<file path="src/design/dspr_map.vh">
// Register offsets, field positions, reset values and timing counts of the peripheral space.
`ifndef DSPR_MAP_VH
`define DSPR_MAP_VH

// Register offsets on the core data bus.
`define DSPR_AUDIO_RATE_LOW      16'hC013
`define DSPR_AUDIO_RATE_HIGH_PLL 16'hC014
`define DSPR_AUDIO_LEFT_SAMPLE   16'hC015
`define DSPR_AUDIO_RIGHT_SAMPLE  16'hC016
`define DSPR_PIN_DIRECTION       16'hC017
`define DSPR_PIN_INPUT_LEVELS    16'hC018
`define DSPR_PIN_OUTPUT_LEVELS   16'hC019
`define DSPR_IRQ_SOURCE_ENABLE   16'hC01A
`define DSPR_IRQ_GLOBAL_BLOCK    16'hC01B
`define DSPR_IRQ_GLOBAL_UNBLOCK  16'hC01C
`define DSPR_IRQ_NESTING_COUNTER 16'hC01D
`define DSPR_MODULATOR_RATE      16'hC01E
`define DSPR_MODULATOR_SAMPLE    16'hC01F
`define DSPR_WATCHDOG_RELOAD     16'hC020
`define DSPR_WATCHDOG_KICK       16'hC021
`define DSPR_WATCHDOG_DECOY      16'hC022

// Field positions.
`define DSPR_RATE_HIGH_NIBBLE_MSB 3
`define DSPR_MODULATOR_SLEEP_BIT  15
`define DSPR_IRQ_AUDIO_BIT        0
`define DSPR_IRQ_MODULATOR_BIT    3

// Reset values.
`define DSPR_RESET_WORD 16'h0000

// Timing and keys.
`define DSPR_AUDIO_STEP_CYCLES    4
`define DSPR_MODULATOR_CYCLE_MULT 128
`define DSPR_WATCHDOG_PRESCALE    65536
`define DSPR_WATCHDOG_KEY         16'h4EA9

`endif

</file>
<file path="src/design/dspr_audio_rate.v">
// Audio output sample-rate phase accumulator.
`default_nettype none

module dspr_audio_rate #(
   parameter ACC_WIDTH  = 26,
   parameter INC_WIDTH  = 20,
   parameter STEP_CYCLES = 4
) (
   input  wire                 clk,
   input  wire                 rst_n,
   input  wire [INC_WIDTH-1:0] rate_increment,
   output reg                  sample_tick
);

   // Divider that lets the accumulator step once per STEP_CYCLES clocks.
   reg  [7:0]           step_count;
   // Phase accumulator; one extra bit catches the carry.
   reg  [ACC_WIDTH-1:0] phase;
   wire [ACC_WIDTH:0]   phase_sum;

   assign phase_sum = {1'b0, phase} + {{(ACC_WIDTH+1-INC_WIDTH){1'b0}}, rate_increment};

   // Step the phase and pulse the tick on every carry out of the top bit.
   always @(posedge clk or negedge rst_n) begin
      if (!rst_n) begin
         step_count  <= 8'h00;
         phase       <= {ACC_WIDTH{1'b0}};
         sample_tick <= 1'b0;
      end else begin
         sample_tick <= 1'b0;
         if (step_count == STEP_CYCLES - 1) begin
            step_count  <= 8'h00;
            phase       <= phase_sum[ACC_WIDTH-1:0];
            sample_tick <= phase_sum[ACC_WIDTH];
         end else begin
            step_count <= step_count + 8'h01;
         end
      end
   end

endmodule

`default_nettype wire

</file>
<file path="src/design/dspr_regspace.v">
// Peripheral register space: audio rate, pins, nesting interrupts, modulator, watchdog.
`default_nettype none
`include "dspr_map.vh"

// Overview of operation
// - Every fourth cycle add 20-bit rate increment
// - Accumulator overflow latches samples, raises audio irq
// - Direction bit one drives pin as output
// - Output values kept while pin is input
// - Input register reads pins; port raises no irq
// - Enable register gates eight interrupt sources
// - Enable changes act within six cycles
// - Block write increments nesting counter
// - Unblock write decrements counter, not below zero
// - Interrupts delivered only when counter is zero
// - Taken interrupt increments nesting counter
// - Modulator sample lasts 128 times divider cycles
// - Divider bit fifteen powers converter down
// - Sample register holds latest conversion
// - Key write activates and reloads watchdog
// - Counter decrements per 65536 cycles, underflow resets
// - Running watchdog cannot stop, reload frozen
// - Reload or decoy access while running voids next kick
// - Wrong key voids the following kick
// - Watchdog register reads return undefined
module dspr_regspace #(
   parameter WDOG_PRESCALE = `DSPR_WATCHDOG_PRESCALE,
   parameter MOD_MULT      = `DSPR_MODULATOR_CYCLE_MULT,
   parameter PIN_COUNT     = 4
) (
   input  wire                 clk,
   input  wire                 rst_n,
   input  wire [15:0]          bus_addr,
   input  wire                 bus_wr,
   input  wire                 bus_rd,
   input  wire [15:0]          bus_wdata,
   output reg  [15:0]          bus_rdata,
   input  wire [PIN_COUNT-1:0] pin_in,
   output reg  [PIN_COUNT-1:0] pin_out,
   output reg  [PIN_COUNT-1:0] pin_oe,
   output reg  [15:0]          audio_left_out,
   output reg  [15:0]          audio_right_out,
   output reg                  audio_out_strobe,
   input  wire [15:0]          modulator_result,
   output reg                  modulator_sleep,
   output reg                  modulator_sample_strobe,
   input  wire [7:0]           irq_source_event,
   input  wire                 irq_ack,
   output reg                  irq_request,
   output reg  [2:0]           irq_index,
   output reg                  watchdog_core_reset,
   output reg                  watchdog_active
);

   // Software-visible registers.
   reg  [15:0] audio_rate_low;         // Low sixteen bits of the rate increment.
   reg  [15:0] audio_rate_high_pll;    // Top nibble of the increment plus clock control.
   reg  [15:0] audio_left_sample;      // Next left sample for output.
   reg  [15:0] audio_right_sample;     // Next right sample for output.
   reg  [3:0]  pin_direction;          // One marks an output pin.
   reg  [3:0]  pin_output_levels;      // Levels driven on output pins.
   reg  [7:0]  irq_source_enable;      // Per-source gate.
   reg  [4:0]  irq_nesting_counter;    // Zero means interrupts may be delivered.
   reg  [15:0] modulator_rate_setting; // Sleep bit and cycle factor.
   reg  [15:0] modulator_sample;       // Latest conversion result.

   // Internal state.
   reg  [7:0]  irq_pending;            // Sticky events waiting for delivery.
   reg  [7:0]  enable_pipe;            // Enable as seen by the delivery logic.
   reg  [21:0] modulator_count;        // Cycle count within one conversion.
   reg  [3:0]  pin_sample;             // Registered pin levels for reads.

   // Decoded write and read strobes.
   wire        wr_rate_low;
   wire        wr_rate_high;
   wire        wr_left;
   wire        wr_right;
   wire        wr_direction;
   wire        wr_out_levels;
   wire        wr_enable;
   wire        wr_block;
   wire        wr_unblock;
   wire        wr_counter;
   wire        wr_mod_rate;
   wire        wr_mod_sample;
   wire        wr_wdog_reload;
   wire        wr_wdog_kick;
   wire        wdog_guard_access;

   // Sub-block results.
   wire        audio_tick;
   wire        watchdog_kick_pulse;
   wire        wdog_running;

   // Modulator helpers.
   wire [14:0] modulator_cycle_factor;
   wire [21:0] modulator_period;
   wire        modulator_tick;

   // Interrupt delivery helpers.
   wire [7:0]  irq_new_events;
   wire [7:0]  irq_deliverable;
   reg  [2:0]  next_irq_index;
   reg         next_irq_request;
   reg  [4:0]  next_counter;
   reg  [7:0]  next_pending;
   integer     i;

   // True when the bus writes the given offset.
   function is_write;
      input [15:0] addr;
      input [15:0] target;
      input        wr;
      begin
         is_write = wr && (addr == target);
      end
   endfunction

   // Five-bit counter step with saturation at both ends.
   function [4:0] nest_step;
      input [4:0] value;
      input       up;
      input       down;
      begin
         if (up && !down) begin
            nest_step = (value == 5'h1F) ? 5'h1F : value + 5'h01;
         end else if (down && !up) begin
            nest_step = (value == 5'h00) ? 5'h00 : value - 5'h01;
         end else begin
            nest_step = value;
         end
      end
   endfunction

   assign wr_rate_low    = is_write(bus_addr, `DSPR_AUDIO_RATE_LOW, bus_wr);
   assign wr_rate_high   = is_write(bus_addr, `DSPR_AUDIO_RATE_HIGH_PLL, bus_wr);
   assign wr_left        = is_write(bus_addr, `DSPR_AUDIO_LEFT_SAMPLE, bus_wr);
   assign wr_right       = is_write(bus_addr, `DSPR_AUDIO_RIGHT_SAMPLE, bus_wr);
   assign wr_direction   = is_write(bus_addr, `DSPR_PIN_DIRECTION, bus_wr);
   assign wr_out_levels  = is_write(bus_addr, `DSPR_PIN_OUTPUT_LEVELS, bus_wr);
   assign wr_enable      = is_write(bus_addr, `DSPR_IRQ_SOURCE_ENABLE, bus_wr);
   assign wr_block       = is_write(bus_addr, `DSPR_IRQ_GLOBAL_BLOCK, bus_wr);
   assign wr_unblock     = is_write(bus_addr, `DSPR_IRQ_GLOBAL_UNBLOCK, bus_wr);
   assign wr_counter     = is_write(bus_addr, `DSPR_IRQ_NESTING_COUNTER, bus_wr);
   assign wr_mod_rate    = is_write(bus_addr, `DSPR_MODULATOR_RATE, bus_wr);
   assign wr_mod_sample  = is_write(bus_addr, `DSPR_MODULATOR_SAMPLE, bus_wr);
   assign wr_wdog_reload = is_write(bus_addr, `DSPR_WATCHDOG_RELOAD, bus_wr);
   assign wr_wdog_kick   = is_write(bus_addr, `DSPR_WATCHDOG_KICK, bus_wr);

   // Any touch of the reload or decoy register counts, reads included.
   assign wdog_guard_access = (bus_wr || bus_rd) &&
                              ((bus_addr == `DSPR_WATCHDOG_RELOAD) ||
                               (bus_addr == `DSPR_WATCHDOG_DECOY));

   dspr_audio_rate #(
      .ACC_WIDTH   (26),
      .INC_WIDTH   (20),
      .STEP_CYCLES (`DSPR_AUDIO_STEP_CYCLES)
   ) u_audio_rate (
      .clk            (clk),
      .rst_n          (rst_n),
      .rate_increment ({audio_rate_high_pll[`DSPR_RATE_HIGH_NIBBLE_MSB:0], audio_rate_low}),
      .sample_tick    (audio_tick)
   );

   // Keyed watchdog; it owns its own reload copy and countdown.
   dspr_watchdog #(
      .PRESCALE (WDOG_PRESCALE)
   ) u_watchdog (
      .clk          (clk),
      .rst_n        (rst_n),
      .reload_wr    (wr_wdog_reload),
      .wdata        (bus_wdata),
      .kick_wr      (wr_wdog_kick),
      .guard_access (wdog_guard_access),
      .active       (wdog_running),
      .core_reset   (watchdog_kick_pulse)
   );

   // Plain read-write storage and the audio output latch.
   always @(posedge clk or negedge rst_n) begin
      if (!rst_n) begin
         audio_rate_low      <= `DSPR_RESET_WORD;
         audio_rate_high_pll <= `DSPR_RESET_WORD;
         audio_left_sample   <= `DSPR_RESET_WORD;
         audio_right_sample  <= `DSPR_RESET_WORD;
         audio_left_out      <= `DSPR_RESET_WORD;
         audio_right_out     <= `DSPR_RESET_WORD;
         audio_out_strobe    <= 1'b0;
         irq_source_enable   <= 8'h00;
      end else begin
         if (wr_rate_low) begin
            audio_rate_low <= bus_wdata;
         end
         if (wr_rate_high) begin
            audio_rate_high_pll <= bus_wdata;
         end
         if (wr_left) begin
            audio_left_sample <= bus_wdata;
         end
         if (wr_right) begin
            audio_right_sample <= bus_wdata;
         end
         if (wr_enable) begin
            irq_source_enable <= bus_wdata[7:0];
         end
         audio_out_strobe <= audio_tick;
         if (audio_tick) begin
            audio_left_out  <= audio_left_sample;
            audio_right_out <= audio_right_sample;
         end
      end
   end

   // General purpose pins; output levels survive while a pin is an input.
   always @(posedge clk or negedge rst_n) begin
      if (!rst_n) begin
         pin_direction     <= 4'h0;
         pin_output_levels <= 4'h0;
         pin_out           <= 4'h0;
         pin_oe            <= 4'h0;
         pin_sample        <= 4'h0;
      end else begin
         if (wr_direction) begin
            pin_direction <= bus_wdata[3:0];
         end
         if (wr_out_levels) begin
            pin_output_levels <= bus_wdata[3:0];
         end
         pin_oe     <= wr_direction ? bus_wdata[3:0] : pin_direction;
         pin_out    <= wr_out_levels ? bus_wdata[3:0] : pin_output_levels;
         pin_sample <= pin_in;
      end
   end

   // Modulator timing: a zero factor or the sleep bit stops conversions.
   assign modulator_cycle_factor = modulator_rate_setting[14:0];
   assign modulator_period = {modulator_cycle_factor, 7'h00};
   assign modulator_tick = !modulator_rate_setting[`DSPR_MODULATOR_SLEEP_BIT] &&
                           (modulator_cycle_factor != 15'h0000) &&
                           (modulator_count >= modulator_period - 22'h000001);

   // Divider, sleep control and sample capture of the input modulator.
   always @(posedge clk or negedge rst_n) begin
      if (!rst_n) begin
         modulator_rate_setting  <= `DSPR_RESET_WORD;
         modulator_sample        <= `DSPR_RESET_WORD;
         modulator_count         <= 22'h000000;
         modulator_sleep         <= 1'b0;
         modulator_sample_strobe <= 1'b0;
      end else begin
         if (wr_mod_rate) begin
            modulator_rate_setting <= bus_wdata;
         end
         modulator_sleep <= modulator_rate_setting[`DSPR_MODULATOR_SLEEP_BIT];
         modulator_sample_strobe <= modulator_tick;
         if (modulator_rate_setting[`DSPR_MODULATOR_SLEEP_BIT] || modulator_tick) begin
            modulator_count <= 22'h000000;
         end else begin
            modulator_count <= modulator_count + 22'h000001;
         end
         if (modulator_tick) begin
            modulator_sample <= modulator_result;
         end else if (wr_mod_sample) begin
            modulator_sample <= bus_wdata;
         end
      end
   end

   // Events from this block join those from the rest of the chip.
   assign irq_new_events = irq_source_event
                         | {4'h0, modulator_tick, 2'b00, audio_tick};
   // gated by enable and zero count
   assign irq_deliverable = irq_pending & enable_pipe &
                            {8{irq_nesting_counter == 5'h00}};

   // Next state of the nesting counter, pending set and request.
   always @* begin
      next_pending     = irq_pending;
      next_irq_request = 1'b0;
      next_irq_index   = irq_index;
      // Lowest source number has the highest priority.
      for (i = 7; i >= 0; i = i - 1) begin
         if (irq_deliverable[i]) begin
            next_irq_request = 1'b1;
            next_irq_index   = i[2:0];
         end
      end
      if (irq_ack && irq_request) begin
         next_pending[irq_index] = 1'b0;
         next_irq_request = 1'b0;
      end
      // New events win over the clear in the same cycle.
      next_pending = next_pending | irq_new_events;
      if (wr_counter) begin
         next_counter = bus_wdata[4:0];
      end else begin
         next_counter = nest_step(nest_step(irq_nesting_counter, wr_block, wr_unblock),
                                  irq_ack && irq_request, 1'b0);
      end
   end

   // Interrupt controller state; the enable passes one stage before use.
   always @(posedge clk or negedge rst_n) begin
      if (!rst_n) begin
         irq_pending         <= 8'h00;
         enable_pipe         <= 8'h00;
         irq_nesting_counter <= 5'h00;
         irq_request         <= 1'b0;
         irq_index           <= 3'h0;
      end else begin
         irq_pending         <= next_pending;
         enable_pipe         <= irq_source_enable;
         irq_nesting_counter <= next_counter;
         irq_request         <= next_irq_request;
         irq_index           <= next_irq_index;
      end
   end

   // Registered read data; write-only and unmapped offsets read as zero.
   always @(posedge clk or negedge rst_n) begin
      if (!rst_n) begin
         bus_rdata           <= `DSPR_RESET_WORD;
         watchdog_core_reset <= 1'b0;
         watchdog_active     <= 1'b0;
      end else begin
         watchdog_core_reset <= watchdog_kick_pulse;
         watchdog_active     <= wdog_running;
         if (bus_rd) begin
            case (bus_addr)
               `DSPR_AUDIO_RATE_LOW: begin
                  bus_rdata <= audio_rate_low;
               end
               `DSPR_AUDIO_RATE_HIGH_PLL: begin
                  bus_rdata <= audio_rate_high_pll;
               end
               `DSPR_AUDIO_LEFT_SAMPLE: begin
                  bus_rdata <= audio_left_sample;
               end
               `DSPR_AUDIO_RIGHT_SAMPLE: begin
                  bus_rdata <= audio_right_sample;
               end
               `DSPR_PIN_DIRECTION: begin
                  bus_rdata <= {12'h000, pin_direction};
               end
               `DSPR_PIN_INPUT_LEVELS: begin
                  bus_rdata <= {12'h000, pin_sample};
               end
               `DSPR_PIN_OUTPUT_LEVELS: begin
                  bus_rdata <= {12'h000, pin_output_levels};
               end
               `DSPR_IRQ_SOURCE_ENABLE: begin
                  bus_rdata <= {8'h00, irq_source_enable};
               end
               `DSPR_IRQ_NESTING_COUNTER: begin
                  bus_rdata <= {11'h000, irq_nesting_counter};
               end
               `DSPR_MODULATOR_RATE: begin
                  bus_rdata <= modulator_rate_setting;
               end
               `DSPR_MODULATOR_SAMPLE: begin
                  bus_rdata <= modulator_sample;
               end
               default: begin
                  bus_rdata <= `DSPR_RESET_WORD;
               end
            endcase
         end
      end
   end

endmodule

`default_nettype wire

</file>
<file path="src/design/dspr_watchdog.v">
// Keyed watchdog that asks for a core reset when its counter underflows.
`default_nettype none
`include "dspr_map.vh"

module dspr_watchdog #(
   parameter PRESCALE = `DSPR_WATCHDOG_PRESCALE
) (
   input  wire        clk,
   input  wire        rst_n,
   input  wire        reload_wr,
   input  wire [15:0] wdata,
   input  wire        kick_wr,
   input  wire        guard_access,
   output reg         active,
   output reg         core_reset
);

   reg [15:0] reload_value;   // Reload in use; frozen once running.
   reg [15:0] count;          // Main watchdog counter.
   reg [31:0] prescale;       // Cycle divider for the counter.
   reg        skip_next_kick; // Set when the next kick must be ignored.

   // Kick, reload and countdown logic.
   always @(posedge clk or negedge rst_n) begin
      if (!rst_n) begin
         reload_value   <= `DSPR_RESET_WORD;
         count          <= `DSPR_RESET_WORD;
         prescale       <= 32'h00000000;
         skip_next_kick <= 1'b0;
         active         <= 1'b0;
         core_reset     <= 1'b0;
      end else begin
         core_reset <= 1'b0;
         if (reload_wr && !active) begin
            reload_value <= wdata;
         end
         if (kick_wr) begin
            if (skip_next_kick) begin
               skip_next_kick <= (wdata != `DSPR_WATCHDOG_KEY);
            end else if (wdata == `DSPR_WATCHDOG_KEY) begin
               active   <= 1'b1;
               count    <= reload_value;
               prescale <= 32'h00000000;
            end else begin
               skip_next_kick <= 1'b1;
            end
         end else if (guard_access && active) begin
            skip_next_kick <= 1'b1;
         end
         if (active && !(kick_wr && !skip_next_kick && wdata == `DSPR_WATCHDOG_KEY)) begin
            if (prescale == PRESCALE - 1) begin
               prescale <= 32'h00000000;
               if (count == 16'h0000) begin
                  core_reset <= 1'b1;
                  count      <= reload_value;
               end else begin
                  count <= count - 16'h0001;
               end
            end else begin
               prescale <= prescale + 32'h00000001;
            end
         end
      end
   end

endmodule

`default_nettype wire

</file>
<file path="config.mk">
export PLATFORM = sky130hd
export DESIGN_NAME = dspr_regspace
export DESIGN_NICKNAME = d
export VERILOG_FILES = /design/src/design/dspr_audio_rate.v /design/src/design/dspr_regspace.v /design/src/design/dspr_watchdog.v
export VERILOG_INCLUDE_DIRS = /design/src /design/src/design
export SDC_FILE = /design/constraint.sdc
export NUM_CORES = 1
export LEC_CHECK = 0
export ABC_AREA = 1
export ABC_CLOCK_PERIOD_IN_PS = 2720
export BUFFER_PORTS_ARGS = -buffer_cell sky130_fd_sc_hd__buf_2
export CAP_MARGIN = 20
export CORE_ASPECT_RATIO = 1.1
export CORE_MARGIN = 5
export CORE_UTILIZATION = 55
export CTS_BUF_LIST = sky130_fd_sc_hd__clkbuf_16
export DETAILED_ROUTE_END_ITERATION = 12
export PLACE_DENSITY = 0.77
export SLEW_MARGIN = 20
export SYNTH_ARGS = -nofsm -noshare
export SYNTH_HDL_FRONTEND = slang
export SYNTH_HIERARCHICAL = 1
export SYNTH_SLANG_ARGS = --single-unit
</file>
<file path="constraint.sdc">
create_clock -name clk -period 2.72 [get_ports clk]
set_input_delay 0.272 -clock clk [delete_from_list [all_inputs] [get_ports clk]]
set_output_delay 0.272 -clock clk [all_outputs]
set_load 0.05 [all_outputs]
</file>
==> results.toml <==
[power]
p_total_mw = 10.26
p_leak_nw = 11.05
power_density_nw_per_um2 = 487.8
ir_worst_vdd_uv = 445.2

[sta]
slew_headroom_pct = 30.54
drv_slew = 0
min_period_over_period_pct = 109.1
finClkSkew_ns = 0.02258
fmax_mhz = 337.1
finalCriticalPeriod_ns = 2.967
finalSetupViolations = 40
rsz0062_at_grt = "true"
worst_slack_ns = -0.2467
hold_viol = 0
worst_pin_slew_ns = 1.039

[global_route]
grt_max_degree = 91
antenna_found_initial = 1
gr-total-overflow = 0
grt_pass1_vias = 16500
gr-usage-all-layers_pct = 28.08
grt_pass1_wl_um = 83760

[placement]
post-dp-hpwl_um = 36220
place_congestion = 0.9089
portBuffers = 129

[logic_synthesis]
yosysWarnings = 6
synth_flop_cell = "dfrtp_1"
synth_fa_ha_area_share_pct = 3.245
synth-seq-cells = 318
synth_simple_gate_area_share_pct = 30.44
synth_top_family_by_area = "simple AND/OR/NAND/NOR gates"
synth.top_cells.by_count = "nand2_1 (716), dfrtp_1 (318), inv_1 (257), o21ai_0 (194), nor2_1 (193)"
yosysMostFrequentCell = "nand2_1"
synth_nets = 2458
synth_top_area_share_pct = 44.29
synth-edff-count = 0
seq_area_frac_synth_pct = 44.29
synthesis.instances = 2347
synth_area_um2 = 17970
async_flop_share_pct = 100.0
syn_avg_cell_area_um2 = 7.656
synth_compound_area_share_pct = 9.233
ys_top_cells_by_area = "dfrtp_1 (44%), nand2_1 (15%), o21ai_0 (5.4%)"
synth_xor_area_share_pct = 3.071
synth_top_cell_by_area = "dfrtp_1"
ys_types = 57
synthMuxAreaShare_pct = 2.068

[floorplan]
dieArea_um2 = 36390
initial_utilization_pct = 55.65
core_area_um2 = 32290
die_h_um = 199.6
io_pins = 130
die_w_um = 182.3
rows = 69

[critical_path]
critPathKind = "flip-flop to flip-flop"
endpoint = "modulator_sample[3]$_DFFE_PN0P_"
arrival_ns = 3.38
critPathLaunchType = "flip-flop"
r2r_start = "modulator_rate_setting[1]$_DFFE_PN0P_"
rr_endpoint = "modulator_sample[3]$_DFFE_PN0P_"
crit_fanout = 7
cp-startpoint = "modulator_rate_setting[1]$_DFFE_PN0P_"
end_kind = "flip-flop"
worstPathRequired_ns = 3.13
reg2reg_slack_ns = -0.25
r2r_cells = 19

[drt]
viasPerCell = 5.559
drtAntennaViolNets = 0
dr_total_vias = 16630
drt-initial-drc-count = 1409
firstDrtPassIters = 7
route.detailed.drc = 0
drt_wl_total_um = 50720
avgRoutedWirePerCell_um = 16.96

[clocking]
numCtsBuffers = 36
clockBufferDepth = 3
htree_levels = 2
cts.sinks = 318
clk_pin_slew_worst_paths_ns = 0.07
cts_tree = "built"
clock_latency_ns = 0.54
clockRootBuffer = "clkbuf_16"

[layout]
finalNetCount = 2647
drive_above_1_share_pct = 15.99
multiInputGateArea_um2 = 8812
regArea_um2 = 7959
nFillCells = 2736
finish.utilization_pct = 65.16
area_growth_pct = 17.10

[status]
run_status = "complete, but fails checks"
violations = "setup timing"

[min_path]
hp-class = "primary input to flip-flop"

[flow_run]
maxCapViolations = 0
critical path, stage by stage, from the launching register on:
cell and delay (ns):
dfrtp_1 0.42, nor2_1 0.14, nand2_1 0.12, nor4_4 0.27, nand3_2 0.14, nor2_2 0.15, nand3_1 0.09, xor2_1 0.15
ha_1 0.27, nand2_1 0.07, inv_2 0.08, nand3_4 0.08, nor2_4 0.10, nand4_1 0.10, nand3_2 0.11, nand2_4 0.10
buf_6 0.16, buf_6 0.13, o21ai_2 0.11, nand2_1 0.06
per-layer routing:
| metal | GRT usage [%] | share of wire [%] | wire length (um) |
|---|---|---|---|
| met5 | 0 | 0 | 0 |
| met4 | 9.230 | 3.2 | 1605 |
| met3 | 3.532 | 6.9 | 3485 |
| met2 | 48.36 | 48 | 24530 |
| met1 | 37.16 | 42 | 21100 |
power breakdown:
| part | internal (mW) | switching (mW) | leakage (nW) |
|---|---|---|---|
| clock network | 2.93 | 2.06 | 0.612 |
| logic | 0.145 | 0.302 | 6.16 |
| registers | 4.78 | 0.0468 | 4.28 |
placed cells by master, fill, tap and decap left out, types with 8 or more instances in the layout:
master	synthesis	final
nand3b_1	9	9
a21oi_1	48	48
clkinv_1	3	8
xor2_1	45	45
nand3_2	16	19
nand3_1	177	172
dlygate4sd3_1	0	28
ha_1	45	43
nor3_1	38	36
xnor2_1	18	18
mux2_2	33	33
nand2_1	716	714
o21ai_0	194	168
nand2_2	12	13
o21ai_2	16	29
nor2_1	193	187
clkbuf_16	0	36
inv_2	12	17
buf_12	0	10
buf_4	4	45
buf_2	17	128
o21ai_1	24	37
nand4_1	33	33
nor2_2	17	22
dfrtp_1	318	317
inv_1	257	257
timing repair:
item / 4_1_cts / 5_1_grt
cloned: 2 / 0
hold buffers: 28 / 0
buffers inserted: 8 / 3
gates resized for setup: 48 / 29
hold endpoints to repair: 112 / 0
pin swaps: 16 / 12
endpoints found under the setup margin: 40 / 40
logic make-up (layout without fill, tap and decap cells):
family                     count (synthesis)  in the layout
muxes                                     33             33
other                                      0              1
buffers and inverters                    336            553
xor gates and xnor gates                  63             63
adders and majority gates                 46             46
DFF                                      318            318
and+or+nand+nor                         1244           1244
AOI/OAI and AO/OA                        307            307
through the flow:
step | TNS (ns) | std cells | hold slack [ns] | area (um^2) | setup WS (ns)
after detailed placement | -5.207 | 2885 | 0.3357 | 19260 | -0.1970
after floorplan | 0 | 2347 | -0.02359 | 17990 | 0.005860
after global placement | -1.923 | 2885 | 0.3496 | 19260 | -0.08440
after CTS | -2.911 | 2989 | 0.02290 | 21020 | -0.1484
after global routing | -13.56 | 2991 | 0.05088 | 21040 | -0.3987
final | -7.236 | 2991 | 0.006313 | 21040 | -0.2467
cell type report:
class	instances	area share, %
Inverter	273	4.888
Sequential cell	318	37.83
Timing Repair Buffer	214	7.112
Tap cell	426	2.533
Clock buffer	36	4.282
Clock inverter	30	1.463
Antenna cell	1	0.01189
Multi-Input combinational cell	1693	41.88
state kept, by name, indices dropped and copies added, names as in the netlist, 5 cells and up:
name / cells
audio_left_out: 16
u_audio_rate/phase: 26
u_watchdog/count: 16
bus_rdata: 16
audio_right_out: 16
audio_rate_high_pll: 16
u_audio_rate/step_count: 8
modulator_rate_setting: 16
audio_right_sample: 16
modulator_count: 22
audio_rate_low: 16
audio_left_sample: 16
irq_nesting_counter: 5
u_watchdog/reload_value: 16
modulator_sample: 16
irq_pending: 8
u_watchdog/prescale: 32
irq_source_enable: 8
enable_pipe: 8
worst min-delay path by stage:
stage                                         start                       endpoint  slack (ns)  depth (start not counted)
floorplan                                     rst_n  audio_left_out[0]$_DFFE_PN0P_       -0.02                          0
global placement                              rst_n   modulator_count[1]$_DFF_PN0_        0.35                          1
detailed placement  u_watchdog/core_reset$_DFF_PN0_  watchdog_core_reset$_DFF_PN0_        0.34                          0
CTS                             irq_source_event[0]       irq_pending[0]$_DFF_PN0_        0.02                          3
global route                    irq_source_event[0]       irq_pending[0]$_DFF_PN0_        0.05                          3
finish                          irq_source_event[0]       irq_pending[0]$_DFF_PN0_       0.006                          3
Power figures use the tool's default switching activity.
